`src/lcds_pkg.sv`:
```
package lcds_pkg;
   // register byte offsets
   localparam logic [7:0] OFF_CFG = 8'h00;
   localparam logic [7:0] OFF_CH = 8'h04;
   localparam logic [7:0] OFF_WAIT = 8'h08;
   localparam logic [7:0] OFF_CMD = 8'h0c;
   localparam logic [7:0] OFF_STAT = 8'h10;
   localparam logic [7:0] OFF_TX = 8'h14;
   // cfg fields
   localparam int CFG_IGN = 0;
   localparam int CFG_KEEP = 1;
   localparam int CFG_OFFBYTE = 2;
   localparam int CFG_POL = 3;
   localparam int CFG_MOTION = 4;
   localparam int CFG_FBPOL = 5;
   localparam int CFG_STEN = 6;
   localparam int CFG_STACT = 7;
   localparam int CFG_DBEG = 8;
   localparam int CFG_DEND = 10;
   localparam int CFG_SUPEN = 12;
   localparam int CFG_SUPOBJ = 13;
   localparam int CFG_SDBEG = 14;
   localparam int CFG_SDBYTE = 16;
   localparam logic [31:0] CFG_RST = 32'h0000_0000;
   localparam logic [31:0] CH_RST = 32'h0000_0032;
   // cmd bits
   localparam int CMD_PRES = 0;
   localparam int CMD_DIS = 1;
   localparam int CMD_FBDIS = 2;
   localparam int CMD_MAN = 3;
   localparam int CMD_FBEND = 4;
   // actions
   localparam logic [1:0] DB_SILENT = 2'h0;
   localparam logic [1:0] DB_TEL = 2'h1;
   localparam logic [1:0] DB_STEP = 2'h2;
   localparam logic [1:0] DE_SILENT = 2'h0;
   localparam logic [1:0] DE_OFF = 2'h1;
   localparam logic [1:0] DE_START = 2'h2;
   localparam logic [1:0] SB_OFF = 2'h0;
   localparam logic [1:0] SB_MIN = 2'h1;
   localparam logic [1:0] SB_CFG = 2'h2;
   // telegram kinds on tx register
   localparam logic [2:0] TK_NONE = 3'h0;
   localparam logic [2:0] TK_SW = 3'h1;
   localparam logic [2:0] TK_VAL = 3'h2;
   localparam logic [2:0] TK_STAT = 3'h3;
   localparam logic [2:0] TK_DIM = 3'h4;
   // timing
   localparam int CLK_MHZ = 250;
   localparam int BASE_WAIT_S = 10;
   localparam int TICK_US = 1000000;
   localparam int TICK_CYC = TICK_US * CLK_MHZ;
   localparam int SEC_PER_MIN = 60;
   localparam logic [7:0] MIN_OUT = 8'h01;
   localparam logic [7:0] DIM_DOWN_FULL = 8'h01;
   typedef enum logic [4:0] {
      ST_OFF = 5'b00001,
      ST_START = 5'b00010,
      ST_MAIN = 5'b00100,
      ST_STEP = 5'b01000,
      ST_DIS = 5'b10000
   } lcds_state_t;
endpackage

```
`src/lcds_tx_reg.sv`:
```
`timescale 1ns/1ps
`default_nettype none
module lcds_tx_reg (
   // clock
   input wire logic hclk,
   input wire logic hresetn,
   input wire logic ce,
   // write
   input wire logic we,
   input wire logic [11:0] wdata,
   input wire logic clr,
   // read
   output logic [12:0] rdata
);
   logic [12:0] q;
   // one telegram slot; a new telegram beats the software clear
   always_ff @(posedge hclk or negedge hresetn) begin
      if (!hresetn) begin
         q <= 13'h0000;
      end else if (ce) begin
         if (we) begin
            q <= {1'b1, wdata};
         end else if (clr) begin
            q <= 13'h0000;
         end
      end
   end
   assign rdata = q;
endmodule // lcds_tx_reg
`default_nettype wire

```
`src/lcds_top.sv`:
```
`timescale 1ns/1ps
`default_nettype none
module lcds_top #(
   parameter int TICK_CYC = lcds_pkg::TICK_CYC
) (
   // clock and reset
   input wire logic hclk,
   input wire logic hresetn,
   input wire logic ce,
   // ahb-lite slave
   input wire logic hsel,
   input wire logic [31:0] haddr,
   input wire logic [1:0] htrans,
   input wire logic hwrite,
   input wire logic [2:0] hsize,
   input wire logic [31:0] hwdata,
   input wire logic hready,
   output logic [31:0] hrdata,
   output logic hreadyout,
   output logic hresp,
   // status
   output logic dis_status
);
   logic [31:0] cfg_q, ch_q, wait_q, rdata_q;
   logic [4:0] cmd_q;
   logic aw_q, ar_q;
   logic [7:0] aa_q;
   logic [12:0] tx_rd;
   logic [31:0] tick_q;
   logic [11:0] secs_q;
   logic pres_q, sup_q, dis_q, step_ign_q, restart_q, stat_q;
   logic [11:0] tx_d;
   logic tx_we;
   lcds_pkg::lcds_state_t st_q, st_d;
   // ahb decode
   wire a_ok = hsel & hready & htrans[1];
   wire [31:0] wd = hwdata;
   wire w_cfg = aw_q & (aa_q == lcds_pkg::OFF_CFG);
   wire w_ch = aw_q & (aa_q == lcds_pkg::OFF_CH);
   wire w_wait = aw_q & (aa_q == lcds_pkg::OFF_WAIT);
   wire w_cmd = aw_q & (aa_q == lcds_pkg::OFF_CMD);
   wire w_tx = aw_q & (aa_q == lcds_pkg::OFF_TX);
   // command fields
   wire pres_in = w_cmd ? wd[lcds_pkg::CMD_PRES] : cmd_q[lcds_pkg::CMD_PRES];
   wire raw_dis = w_cmd ? wd[lcds_pkg::CMD_DIS] : cmd_q[lcds_pkg::CMD_DIS];
   wire raw_fbd = w_cmd ? wd[lcds_pkg::CMD_FBDIS] : cmd_q[lcds_pkg::CMD_FBDIS];
   wire man_ev = w_cmd & wd[lcds_pkg::CMD_MAN];
   wire fb_end = w_cmd & wd[lcds_pkg::CMD_FBEND];
   wire motion_blk = cfg_q[lcds_pkg::CFG_MOTION];
   // polarity select: the combined block decides alone
   wire dis_lvl = motion_blk ? (raw_fbd ^ cfg_q[lcds_pkg::CFG_FBPOL])
                      : (raw_dis ^ cfg_q[lcds_pkg::CFG_POL]);
   wire dis_rise = dis_lvl & ~dis_q;
   wire dis_fall = ~dis_lvl & dis_q;
   wire [1:0] dbeg = cfg_q[lcds_pkg::CFG_DBEG +: 2];
   wire [1:0] dend = cfg_q[lcds_pkg::CFG_DEND +: 2];
   wire [1:0] sbeg = cfg_q[lcds_pkg::CFG_SDBEG +: 2];
   wire sup_en = cfg_q[lcds_pkg::CFG_SUPEN];
   wire sup_obj = cfg_q[lcds_pkg::CFG_SUPOBJ];
   wire pres_new = pres_in & ~pres_q;
   wire pres_end = ~pres_in & pres_q;
   // wait = base plus minutes and seconds
   wire [11:0] wait_s = 12'(lcds_pkg::BASE_WAIT_S) + 12'(wait_q[13:8]) * 12'(lcds_pkg::SEC_PER_MIN)
                        + 12'(wait_q[5:0]);
   wire tick = (tick_q == TICK_CYC - 1);
   wire wait_done = (st_q == lcds_pkg::ST_STEP) && tick && (secs_q + 12'h001 >= wait_s);
   wire sup_start = sup_en & man_ev & ~sup_q & ~dis_q;
   wire sup_auto_end = sup_q & ~sup_obj & (motion_blk ? fb_end : pres_end);
   wire stat_now = dis_lvl | (sup_q | sup_start) & ~sup_auto_end & ~dis_fall;
   function automatic logic [11:0] tel(input logic [2:0] k, input logic [7:0] v);
      tel = {1'b0, k, v};
   endfunction
   // next state; one bus write can carry several events; disable end wins, then disable start, manual start, auto end
   // serial event handling
   always_comb begin
      st_d = st_q;
      tx_we = 1'b0;
      tx_d = 12'h000;
      if (dis_fall) begin
         st_d = lcds_pkg::ST_OFF;
         unique case (dend)
            lcds_pkg::DE_OFF: begin
               tx_we = 1'b1;
               tx_d = tel(lcds_pkg::TK_SW, 8'h00);
               if (pres_in) st_d = lcds_pkg::ST_START;
            end
            lcds_pkg::DE_START: st_d = lcds_pkg::ST_START;
            default: st_d = lcds_pkg::ST_OFF;
         endcase
      end else if (dis_rise) begin
         st_d = lcds_pkg::ST_DIS;
         unique case (dbeg)
            lcds_pkg::DB_TEL: begin
               tx_we = 1'b1;
               tx_d = ch_q[8] ? tel(lcds_pkg::TK_VAL, ch_q[7:0])
                              : tel(lcds_pkg::TK_SW, {7'h00, ch_q[9]});
            end
            lcds_pkg::DB_STEP: st_d = lcds_pkg::ST_STEP;
            default: st_d = lcds_pkg::ST_DIS;
         endcase
      end else if (sup_start) begin
         st_d = lcds_pkg::ST_DIS;
      end else if (sup_auto_end) begin
         st_d = lcds_pkg::ST_STEP;
      end else begin
         unique case (st_q)
            lcds_pkg::ST_OFF: if (pres_new) st_d = lcds_pkg::ST_START;
            lcds_pkg::ST_START: st_d = pres_in ? lcds_pkg::ST_MAIN : lcds_pkg::ST_STEP;
            lcds_pkg::ST_MAIN: if (!pres_in) st_d = lcds_pkg::ST_STEP;
            lcds_pkg::ST_STEP: begin
               if (pres_new && !cfg_q[lcds_pkg::CFG_IGN] && !step_ign_q) begin
                  st_d = lcds_pkg::ST_START;
               end else if (wait_done) begin
                  if (!cfg_q[lcds_pkg::CFG_KEEP]) begin
                     tx_we = 1'b1;
                     tx_d = cfg_q[lcds_pkg::CFG_OFFBYTE] ? tel(lcds_pkg::TK_VAL, 8'h00)
                                                         : tel(lcds_pkg::TK_SW, 8'h00);
                  end
                  if (restart_q && !step_ign_q) st_d = lcds_pkg::ST_START;
                  else if (step_ign_q) st_d = lcds_pkg::ST_DIS;
                  else st_d = lcds_pkg::ST_OFF;
               end
            end
            lcds_pkg::ST_DIS: st_d = lcds_pkg::ST_DIS;
         endcase
      end
      if (st_d == lcds_pkg::ST_STEP && st_q != lcds_pkg::ST_STEP && !tx_we) begin
         tx_we = 1'b1;
         unique case (sbeg)
            lcds_pkg::SB_MIN: tx_d = cfg_q[lcds_pkg::CFG_SDBYTE] ? tel(lcds_pkg::TK_VAL, lcds_pkg::MIN_OUT)
                                                                 : tel(lcds_pkg::TK_DIM, lcds_pkg::DIM_DOWN_FULL);
            lcds_pkg::SB_CFG: tx_d = tel(lcds_pkg::TK_VAL, ch_q[23:16]);
            default: tx_d = tel(lcds_pkg::TK_SW, 8'h00);
         endcase
      end
      if (!tx_we && cfg_q[lcds_pkg::CFG_STEN] && cfg_q[lcds_pkg::CFG_STACT] && stat_now != stat_q) begin
         tx_we = 1'b1;
         tx_d = tel(lcds_pkg::TK_STAT, {7'h00, stat_now});
      end
   end
   // bus address phase capture
   always_ff @(posedge hclk or negedge hresetn) begin
      if (!hresetn) begin
         aw_q <= 1'b0;
         ar_q <= 1'b0;
         aa_q <= 8'h00;
      end else if (ce) begin
         aw_q <= a_ok & hwrite;
         ar_q <= a_ok & ~hwrite;
         aa_q <= haddr[7:0];
      end
   end
   // software registers
   always_ff @(posedge hclk or negedge hresetn) begin
      if (!hresetn) begin
         cfg_q <= lcds_pkg::CFG_RST;
         ch_q <= lcds_pkg::CH_RST;
         wait_q <= 32'h0000_0000;
         cmd_q <= 5'h00;
      end else if (ce) begin
         if (w_cfg) cfg_q <= wd;
         if (w_ch) ch_q <= wd;
         if (w_wait) wait_q <= wd;
         if (w_cmd) cmd_q <= {2'b00, wd[2:0]};
      end
   end
   // read mux, registered on the address phase
   wire [7:0] ra = haddr[7:0];
   wire [31:0] rmux = (ra == lcds_pkg::OFF_CFG) ? cfg_q :
                      (ra == lcds_pkg::OFF_CH) ? ch_q :
                      (ra == lcds_pkg::OFF_WAIT) ? wait_q :
                      (ra == lcds_pkg::OFF_CMD) ? {27'h0, cmd_q} :
                      (ra == lcds_pkg::OFF_STAT) ? {20'h0, secs_q[6:0], st_q} :
                      (ra == lcds_pkg::OFF_TX) ? {19'h0, tx_rd} : 32'h0000_0000;
   always_ff @(posedge hclk or negedge hresetn) begin
      if (!hresetn) begin
         rdata_q <= 32'h0000_0000;
      end else if (ce && a_ok && !hwrite) begin
         rdata_q <= {rmux[31:1], (ra == lcds_pkg::OFF_STAT) ? stat_q : rmux[0]};
      end
   end
   // control state
   always_ff @(posedge hclk or negedge hresetn) begin
      if (!hresetn) begin
         st_q <= lcds_pkg::ST_OFF;
         pres_q <= 1'b0;
         dis_q <= 1'b0;
         sup_q <= 1'b0;
         step_ign_q <= 1'b0;
         restart_q <= 1'b0;
         stat_q <= 1'b0;
      end else if (ce) begin
         st_q <= st_d;
         pres_q <= pres_in;
         dis_q <= dis_lvl;
         // the disable end always ends it; the auto end only when sup_obj is clear
         // ended by presence end (feedback end with CFG_MOTION) or disable end
         if (dis_fall | sup_auto_end) sup_q <= 1'b0;
         else if (sup_start) sup_q <= 1'b1;
         if (dis_rise) step_ign_q <= (dbeg == lcds_pkg::DB_STEP);
         else if (dis_fall | wait_done) step_ign_q <= 1'b0;
         if (st_d == lcds_pkg::ST_STEP && st_q != lcds_pkg::ST_STEP) restart_q <= 1'b0;
         else if (pres_new) restart_q <= 1'b1;
         else if (!pres_in) restart_q <= 1'b0;
         stat_q <= stat_now & cfg_q[lcds_pkg::CFG_STEN];
      end
   end
   // waiting time counter
   // base plus configured wait
   always_ff @(posedge hclk or negedge hresetn) begin
      if (!hresetn) begin
         tick_q <= 32'h0;
         secs_q <= 12'h000;
      end else if (ce) begin
         if (st_q != lcds_pkg::ST_STEP || st_d != lcds_pkg::ST_STEP) begin
            tick_q <= 32'h0;
            secs_q <= 12'h000;
         end else if (tick) begin
            tick_q <= 32'h0;
            secs_q <= secs_q + 12'h001;
         end else begin
            tick_q <= tick_q + 32'h1;
         end
      end
   end
   lcds_tx_reg u_tx (
      .hclk(hclk),
      .hresetn(hresetn),
      .ce(ce),
      .we(tx_we),
      .wdata(tx_d),
      .clr(w_tx),
      .rdata(tx_rd)
   );
   assign hreadyout = 1'b1;
   assign hresp = 1'b0;
   assign hrdata = rdata_q;
   assign dis_status = stat_q;
   a_stat_follow: assert property (@(posedge hclk) disable iff (!hresetn)
      ce && cfg_q[lcds_pkg::CFG_STEN] && dis_lvl |=> dis_status)
      else $error("status not set while disabled");
   a_end_reset: assert property (@(posedge hclk) disable iff (!hresetn)
      ce && dis_fall && dend == lcds_pkg::DE_SILENT |=> st_q == lcds_pkg::ST_OFF)
      else $error("state not off after enable");
   a_dis_step: assert property (@(posedge hclk) disable iff (!hresetn)
      ce && dis_rise && dbeg == lcds_pkg::DB_STEP |=> st_q == lcds_pkg::ST_STEP)
      else $error("step-down not entered on disable");
   a_dis_silent: assert property (@(posedge hclk) disable iff (!hresetn)
      ce && dis_rise && dbeg == lcds_pkg::DB_SILENT && !cfg_q[lcds_pkg::CFG_STACT] |-> !tx_we)
      else $error("telegram on silent disable");
   a_cancel: assert property (@(posedge hclk) disable iff (!hresetn)
      ce && st_q == lcds_pkg::ST_STEP && pres_new && !cfg_q[lcds_pkg::CFG_IGN] && !step_ign_q
      && !dis_lvl && !dis_q && !sup_start && !sup_auto_end |=> st_q == lcds_pkg::ST_START)
      else $error("step-down not cancelled");
   a_ignore: assert property (@(posedge hclk) disable iff (!hresetn)
      ce && st_q == lcds_pkg::ST_STEP && cfg_q[lcds_pkg::CFG_IGN] && !wait_done && !dis_lvl
      && !dis_q && !sup_start && !sup_auto_end |=> st_q == lcds_pkg::ST_STEP)
      else $error("step-down left while ignoring");
   a_en_off: assert property (@(posedge hclk) disable iff (!hresetn)
      ce && dis_fall && dend == lcds_pkg::DE_OFF |=> tx_rd[12] && tx_rd[10:8] == lcds_pkg::TK_SW)
      else $error("no switch-off on enable");
   a_manual: assert property (@(posedge hclk) disable iff (!hresetn)
      ce && sup_start && !dis_lvl |=> st_q == lcds_pkg::ST_DIS && sup_q)
      else $error("manual input ignored");
   c_step: cover property (@(posedge hclk) st_q == lcds_pkg::ST_STEP);
   c_dis: cover property (@(posedge hclk) dis_rise);
   c_sup: cover property (@(posedge hclk) sup_start);
endmodule // lcds_top
`default_nettype wire

```
`config.mk`:
```
export PLATFORM = sky130hd
export DESIGN_NAME = lcds_top
export DESIGN_NICKNAME = d
export VERILOG_FILES = /design/src/lcds_pkg.sv /design/src/lcds_tx_reg.sv /design/src/lcds_top.sv
export SDC_FILE = /design/constraint.sdc
export NUM_CORES = 1
export LEC_CHECK = 0
export BUFFER_PORTS_ARGS = -buffer_cell sky130_fd_sc_hd__buf_2
export CAP_MARGIN = 20
export CORE_ASPECT_RATIO = 0.8
export CORE_UTILIZATION = 50
export CTS_CLUSTER_DIAMETER = 200
export CTS_CLUSTER_SIZE = 20
export DETAILED_ROUTE_END_ITERATION = 16
export GPL_ROUTABILITY_DRIVEN = 0
export GPL_TIMING_DRIVEN = 1
export PLACE_DENSITY = 0.66
export SYNTH_ARGS = -nofsm -noshare
export SYNTH_HDL_FRONTEND = slang
export SYNTH_HIERARCHICAL = 1
export SYNTH_SLANG_ARGS = --single-unit
export TNS_END_PERCENT = 30
```
`constraint.sdc`:
```
create_clock -name hclk -period 13.15 [get_ports hclk]
set_clock_uncertainty 0.05 [all_clocks]
set_input_delay 2.63 -clock hclk [delete_from_list [all_inputs] [get_ports hclk]]
set_output_delay 2.63 -clock hclk [all_outputs]
set_load 0.01 [all_outputs]
```
=== Yosys cells after proc, flatten, opt, wreduce, memory -nomap -nowiden ===
Index checks and enable logic that the tools add are counted.

* $add $sub $neg: 4
* $mul: 1
* Div/mod/pow operators: 0
* Order comparisons: 1
* Eq/ne operators: 26
* Shifts and indexed selects: 0
* Multiplexer cells: 68
* Bitwise operators: 36
* Reduce and logical (&&, ||, !) cells: 33

{| class="wikitable"
|+ Operator list
! kind !! number
|-
| 32-bit two-way mux || 5
|-
| 10-bit two-way mux || 9
|-
| 12-bit two-way mux || 6
|-
| 13-bit two-way mux || 5
|-
| 5-bit two-way mux || 11
|-
| 32-bit by 1-bit adder with 32-bit output (second input constant) || 1
|-
| 32-bit by 28-bit == test with 1-bit output (second input constant) || 1
|-
| 8-bit by 4-bit == test with 1-bit output (second input constant) || 4
|-
| 1-bit two-way mux || 25
|-
| 5-bit one-hot mux with 5 select lines || 1
|-
| 8-bit by 5-bit == test with 1-bit output (second input constant) || 3
|-
| 1-bit bitwise AND || 22
|-
| 11-bit one-hot mux with 2 select lines || 1
|-
| 2-bit AND reduction || 9
|-
| 8-bit by 3-bit == test with 1-bit output (second input constant) || 2
|-
| 8-bit zero test || 2
|-
| 12-bit by 1-bit adder with 12-bit output (second input constant) || 1
|-
| 12-bit by 6-bit adder with 12-bit output || 1
|-
| 4-bit by 12-bit adder with 12-bit output (first input constant) || 1
|-
| 12-bit >= comparator || 1
|-
| 1-bit logical AND || 12
|-
| 11-bit two-way mux || 1
|-
| 5-bit by 4-bit == test with 1-bit output (second input constant) || 2
|-
| 6-bit by 4-bit multiplier with 10-bit output (second input constant) || 1
|-
| 19 further kinds || 42
|}

* Flip-flop bits (word level): 208
* Latch bits: 0
* RAM bits: 0
* Memory bits (read-only): 0
* Input bits: 75
* Output and inout bits: 35
* Memories kept: 0

=== Depth between registers and ports, before layout ===
* Depth after elaboration: 23
* Depth in mapped cells: 24

=== Cells and area by module ===
The synthesis kept the hierarchy.

{| class="wikitable"
|+ By module, submodules not included
! module !! times used !! cells each !! area each (sq um) !! sequential area each (sq um)
|-
| lcds_top || 1 || 1,059 || 10,958.0 || 4,884.7
|-
| lcds_tx_reg || 1 || 31 || 479.2 || 325.3
|}

=== Least setup slack after synthesis ===
OpenSTA, ideal clock, no wires.

* Path type: flip-flop to flip-flop
* From: register wait_q[8]
* To: register u_tx.q[0] (netlist: u_tx/rdata[0])
* Arrival: 5,973 ps
* Setup slack: 7,006 ps
* Stages on the path, launching flop included: 25
* Buffers on the path: 1
* Cells stage by stage: dfrtp_1 > fa_1 > fa_1 > inv_1 > fa_1 > inv_1 > ha_1 > ha_1 > inv_1 > o21ai_0 > a21oi_1 > nor3b_1 > nand3_1 > xnor3_1 > ha_1 > nand4_1 > a2111oi_0 > o311a_1 > o21ai_0 > a31o_1 > and4_4 > or3b_1 > and2_4 > buf_6 > a22o_1

* Cells in the longest elaborated chain, start to end: 23
* Elaborated cells on any way between the ends: 41
* Those cells by class: 2 x add/sub; 1 x mul; 1 x order compare; 1 x eq/ne; 26 x mux; 10 x reduce/logical

{| class="wikitable"
|+ RTL lines
! what !! RTL line !! source
|-
| from (decl) || lcds_top.sv:24 || <nowiki>logic [31:0] cfg_q, ch_q, wait_q, rdata_q;</nowiki>
|-
| from (signal assigned) || lcds_top.sv:163 || <nowiki>if (w_wait) wait_q <= wd;</nowiki>
|-
| 6-bit by 4-bit multiplier with 10-bit output (*) || lcds_top.sv:63 || <nowiki>wire [11:0] wait_s = 12'(lcds_pkg::BASE_WAIT_S) + 12'(wait_q[13:8]) * 12'(lcds_pkg::SEC_PER_MIN)</nowiki>
|-
| 4-bit by 12-bit adder with 12-bit output (*) || lcds_top.sv:63 ||
|-
| 12-bit by 6-bit adder with 12-bit output (*) || lcds_top.sv:64 || <nowiki>+ 12'(wait_q[5:0]);</nowiki>
|-
| 12-bit >= comparator (*) || lcds_top.sv:66 || <nowiki>wire wait_done = (st_q == lcds_pkg::ST_STEP) && tick && (secs_q + 12'h001 >= wait_s);</nowiki>
|-
| 1-bit logical AND (*) || lcds_top.sv:66 ||
|-
| 5-bit two-way mux || lcds_top.sv:113 || <nowiki>end else if (wait_done) begin</nowiki>
|-
| 5-bit two-way mux || lcds_top.sv:111 || <nowiki>if (pres_new && !cfg_q[lcds_pkg::CFG_IGN] && !step_ign_q) begin</nowiki>
|-
| 5-bit one-hot mux with 5 select lines || lcds_top.sv:106 || <nowiki>unique case (st_q)</nowiki>
|-
| (+5 left out) || -- ||
|-
| 1-bit logical AND (2 in series) || lcds_top.sv:127 || <nowiki>if (st_d == lcds_pkg::ST_STEP && st_q != lcds_pkg::ST_STEP && !tx_we) begin</nowiki>
|-
| 1-bit two-way mux (*) || lcds_top.sv:127 ||
|-
| 1-bit zero test || lcds_top.sv:136 || <nowiki>if (!tx_we && cfg_q[lcds_pkg::CFG_STEN] && cfg_q[lcds_pkg::CFG_STACT] && stat_now != stat_q) begin</nowiki>
|-
| 1-bit logical AND (3 in series) || lcds_top.sv:136 ||
|-
| 1-bit two-way mux (*) || lcds_top.sv:136 ||
|-
| via tx_we || lcds_top.sv:33 || <nowiki>logic tx_we;</nowiki>
|-
| 2-bit nonzero test (no source line) || -- ||
|-
| 2-bit AND reduction (no source line) || -- ||
|-
| to (signal assigned) || lcds_tx_reg.sv:22 || <nowiki>q <= {1'b1, wdata};</nowiki>
|-
| to (decl) || lcds_tx_reg.sv:15 || <nowiki>logic [12:0] q;</nowiki>
|}

Mark *: on every way through the listed nets, which the timed path passes. The rest lies on a longest branch.
A chain may end at the register's enable or synchronous reset.

=== Worst setup path in the final report ===
* From: register wait_q[8]
* To: register u_tx.q[5] (netlist: u_tx/rdata[5])

The elaborated chain is that of the path after synthesis.

==> impl_results.md <==
- Gr usage total: 0.2417
- First-pass GRT wire length: approximately 44000 um
- Total power: between 1 and 1.5 mW
- Dpl cells: 1429
- Grt total ovfl: 0
- Final count of hold timing violations: 0
- Antenna Cells: 0
- CTS root buf: clkbuf_16
- Final setup violation count: 0
- WP data arrival: around 7.5 ns
- Fin worst setup slack: around 6.0 ns
- FF+latch count, synth: between 200 and 250
- Part of the power in combinational logic: 0.089
- Synth Flop Type: dfrtp_1
- Synth Area in Compound Gates: 0.1334
- Largest net degree at the start of global routing: 85
- Syn Std Cell Area: about 0.011 mm2
- Starting Density: 0.5097
- Switch share: 0.2553
- XOR/XNOR Fraction of Synth Area: 0.04026
- Final Core Density: 0.5579
- Critical path type: reg -> reg
- Simple-Gate Fraction of Synth Area: 0.1337
- Number of synthesized flops with an enable pin: 0
- Die footprint: 0.02349 mm2
- Crit path buffers/inverters: 3
- Placed Area: approximately 0.012 mm2
- CORE AREA: ~0.022 mm2
- Final slew viol count: 0
- Syn Inst Count: about 1100
- Netlist cell types: 83
- CP peak stage delay: just over 0.6 ns
- Fillers: 2015
- RSZ-0062 raised after global routing: no
- DRT iter0 DRCs: about 700
- Final ANT Viol Nets: 0
- Initial antenna violation count: 0
- Mapped Avg Cell Area: roughly 10 um2
- Clock buffer depth: 3
- Clock share of power: 0.359
- Mux contribution to synthesized area: 0.1300
- Post-Route WL: between 20000 and 30000 um
- Fin nets: around 1300
- Die Ht: between 100 and 150 um
- PD cells: ~98 mW/mm2
- Switching pwr: approximately 0.31 mW
- Worst Hold Class: reg -> reg
- Placed wire-length estimate: between 15000 and 20000 um
- Reg power frac: 0.552
- TritonCTS clock tree: done
- Int Pwr: about 0.91 mW
- Place WS: between 6 and 7 ns
- Cell breakdown of the critical path: fa_1 -> fa_1 -> inv_1 -> fa_1 -> inv_1 -> ha_1 -> ha_1 -> inv_1 -> o21ai_0 -> a21oi_1 -> nor3b_1 -> nand3_1 -> xnor3_1 -> ha_1 -> nand4_1 -> a2111oi_0 -> o311a_1 -> o21ai_0 -> a31o_1 -> and4_4 -> or3b_1 -> o21ai_2 -> a22o_1
- IR Drop Worst-Case VDD: around 0.068 mV
- Clock sink count: ~210
- Share of cells above drive strength 1: 0.2108
- Leakage: 5.816 nW
- Most frequent cells in the layout: dfrtp_1 (204), mux2_2 (108), nor2_1 (89), buf_2 (78), nand2_1 (75)
- Worst-Margin Slew: 1.102 ns
- Min cycle time layout: between 7 and 8 ns
- Hold buffer count at cts: 0
- Yosys warns: 6
- Avg WL per Cell: 18.67 um
- Critical Path Start Type: register
- Max Freq: between 0.1 and 0.15 GHz
- First-pass iteration count of the detailed router: 7
- Setup crit end kind: register
- Hold WS: 0.4245 ns
- PortBufs: ~80
- Clock transition at path regs: roughly 0.09 ns
- Status: finished, final reports clean
- Adder-Cell Fraction of Synth Area: 0.06126
- H-tree lvl count: 1
- DR vias: 8436
- Final non-filler cell total: 1454
- Slew HR: 0.2628
- CP max FO: 13
- Area of the multi-input gates: roughly 0.0057 mm2
- DRC: 0
- Die Wd: approximately 170 um
- CTS Buf Count: 14
- Fin crit share: 0.5440
- Worst skew pair latency: ~0.49 ns
- Largest family of logic cells by synthesized area: simple AND/OR/NAND/NOR gates
- Number of global-route vias before repair: 8130
- I/O Pins: between 100 and 150
- Post-CTS setup buffers: 0
- Final instance area: 0.01252 mm2
- FP Rows: 49
- Vias per inst: roughly 5.8
- Leading cell type in the layout, fill and taps excluded: dfrtp_1
- Sequential area share after synthesis: 0.4555
- Setup TNS: 0 ns
- Reg area: 0.005210 mm2
- Post-CTS sizing: 0
- Max cap viols: 0
- P&R area growth vs syn: 9.452%
- Worst Path Required: 13.51 ns
- Delay-heaviest family, CP: compound AO/OA/AOI/OAI gates
- Synth async-reset ratio: 1.000
- Crit-path slowest cell: a2111oi_0
routing by layer:
metal  track usage  vias up  routed length (um)
met4       0.04117        0                 360
met1        0.3789     4197               14010
li1              -     4020                   -
met2        0.3546      197               11500
met5             0        -                   0
met3       0.03591       22                1282
Yosys cell counts (5+ instances only):
cell      number  area share
a32o_1         7      0.0061
clkbuf_1      38       0.012
inv_1         67       0.022
a222oi_1       6      0.0053
a22o_1        12      0.0092
nor3_1        19      0.0083
nand2_1       75       0.025
o22ai_1        9      0.0049
ha_1          40       0.044
xor2_1        22       0.017
o31ai_1       20       0.013
dfrtp_1      204        0.45
nor2_1        89       0.029
mux2i_1       27       0.024
buf_2          6      0.0026
nand4_1       20       0.011
and3_1        13      0.0071
a22oi_1       17       0.011
nor3b_1        8      0.0053
mux2_2       108        0.11
a41oi_1        5      0.0038
a31oi_1       11      0.0060
nand3b_1       5      0.0033
nand3_1       28       0.012
a21oi_1       40       0.018
a21o_1         9      0.0059
or3_1          7      0.0038
o21ai_0       34       0.015
fa_1          10       0.018
nor2b_1        6      0.0033
xnor2_1       28       0.021
nand2b_1       7      0.0038
buf_1         11      0.0036
final timing paths:
kind | startpoint | to | slack (ns) | cells after the start
max in group asynchronous | hresetn | ch_q[28] | 9.52 | 2
worst min register to register | hrdata[14] | hrdata[14] | 0.42 | 2
min in group asynchronous | hresetn | hrdata[10] | 2.15 | 1
worst min-delay path | hrdata[14] | hrdata[14] | 0.42 | 2
worst max-delay path | wait_q[8] | u_tx/rdata[5] | 6.00 | 23
worst max register to register | wait_q[8] | u_tx/rdata[5] | 6.00 | 23
area by class of cell:
| class | count | share of cell area |
|---|---|---|
| tap | 306 | 0.03058 |
| clock buffer | 23 | 0.03238 |
| multi-input combinational | 755 | 0.4579 |
| sequential | 208 | 0.4162 |
| clock inverter | 1 | 0.001299 |
| inverter | 67 | 0.02009 |
| timing repair buffer | 94 | 0.04158 |
state kept, by name, indices dropped and copies added (netlist names):
signal      flops
ch_q           32
dis_status      1
cmd_q           3
tick_q         32
dis_q           1
hrdata         32
sup_q           1
secs_q         12
st_q            5
wait_q         32
aw_q            1
restart_q       1
step_ign_q      1
u_tx/rdata     13
aa_q            8
pres_q          1
cfg_q          32
worst reg2reg max path, stage by stage (launching register included):
cell       delay [ns]
dfrtp_1          0.47
fa_1             0.54
fa_1             0.52
inv_1            0.06
fa_1             0.51
inv_1            0.04
ha_1             0.27
ha_1             0.32
inv_1            0.04
o21ai_0          0.17
a21oi_1          0.12
nor3b_1          0.32
nand3_1          0.13
xnor3_1          0.21
ha_1             0.30
nand4_1          0.13
a2111oi_0        0.62
o311a_1          0.44
o21ai_0          0.15
a31o_1           0.25
and4_4           0.26
or3b_1           0.41
o21ai_2          0.51
a22o_1           0.24
kinds of logic (layout without fill, tap and decap cells):
family                     Yosys count  in the layout
DFF                                208            208
muxes                              135            135
other                                2              3
xor gates and xnor gates            51             51
AOI/OAI and AO/OA                  213            213
adders and majority gates           50             50
and+or+nand+nor                    303            303
buffers and inverters              128            185
power groups by stage:
| stage | Combinational [mW] | Sequential, mW | Clock [mW] |
|---|---|---|---|
| 4_1_cts | 0.110 | 0.675 | 0.449 |
| 5_1_grt | 0.121 | 0.677 | 0.473 |
| 3_3_place_gp | 0.108 | 0.686 | 0 |
| 3_5_place_dp | 0.109 | 0.687 | 0 |
| 6_report | 0.109 | 0.675 | 0.439 |
| 2_1_floorplan | 0.0661 | 0.682 | 0 |
Note: power is estimated with default switching activity, not from simulation.
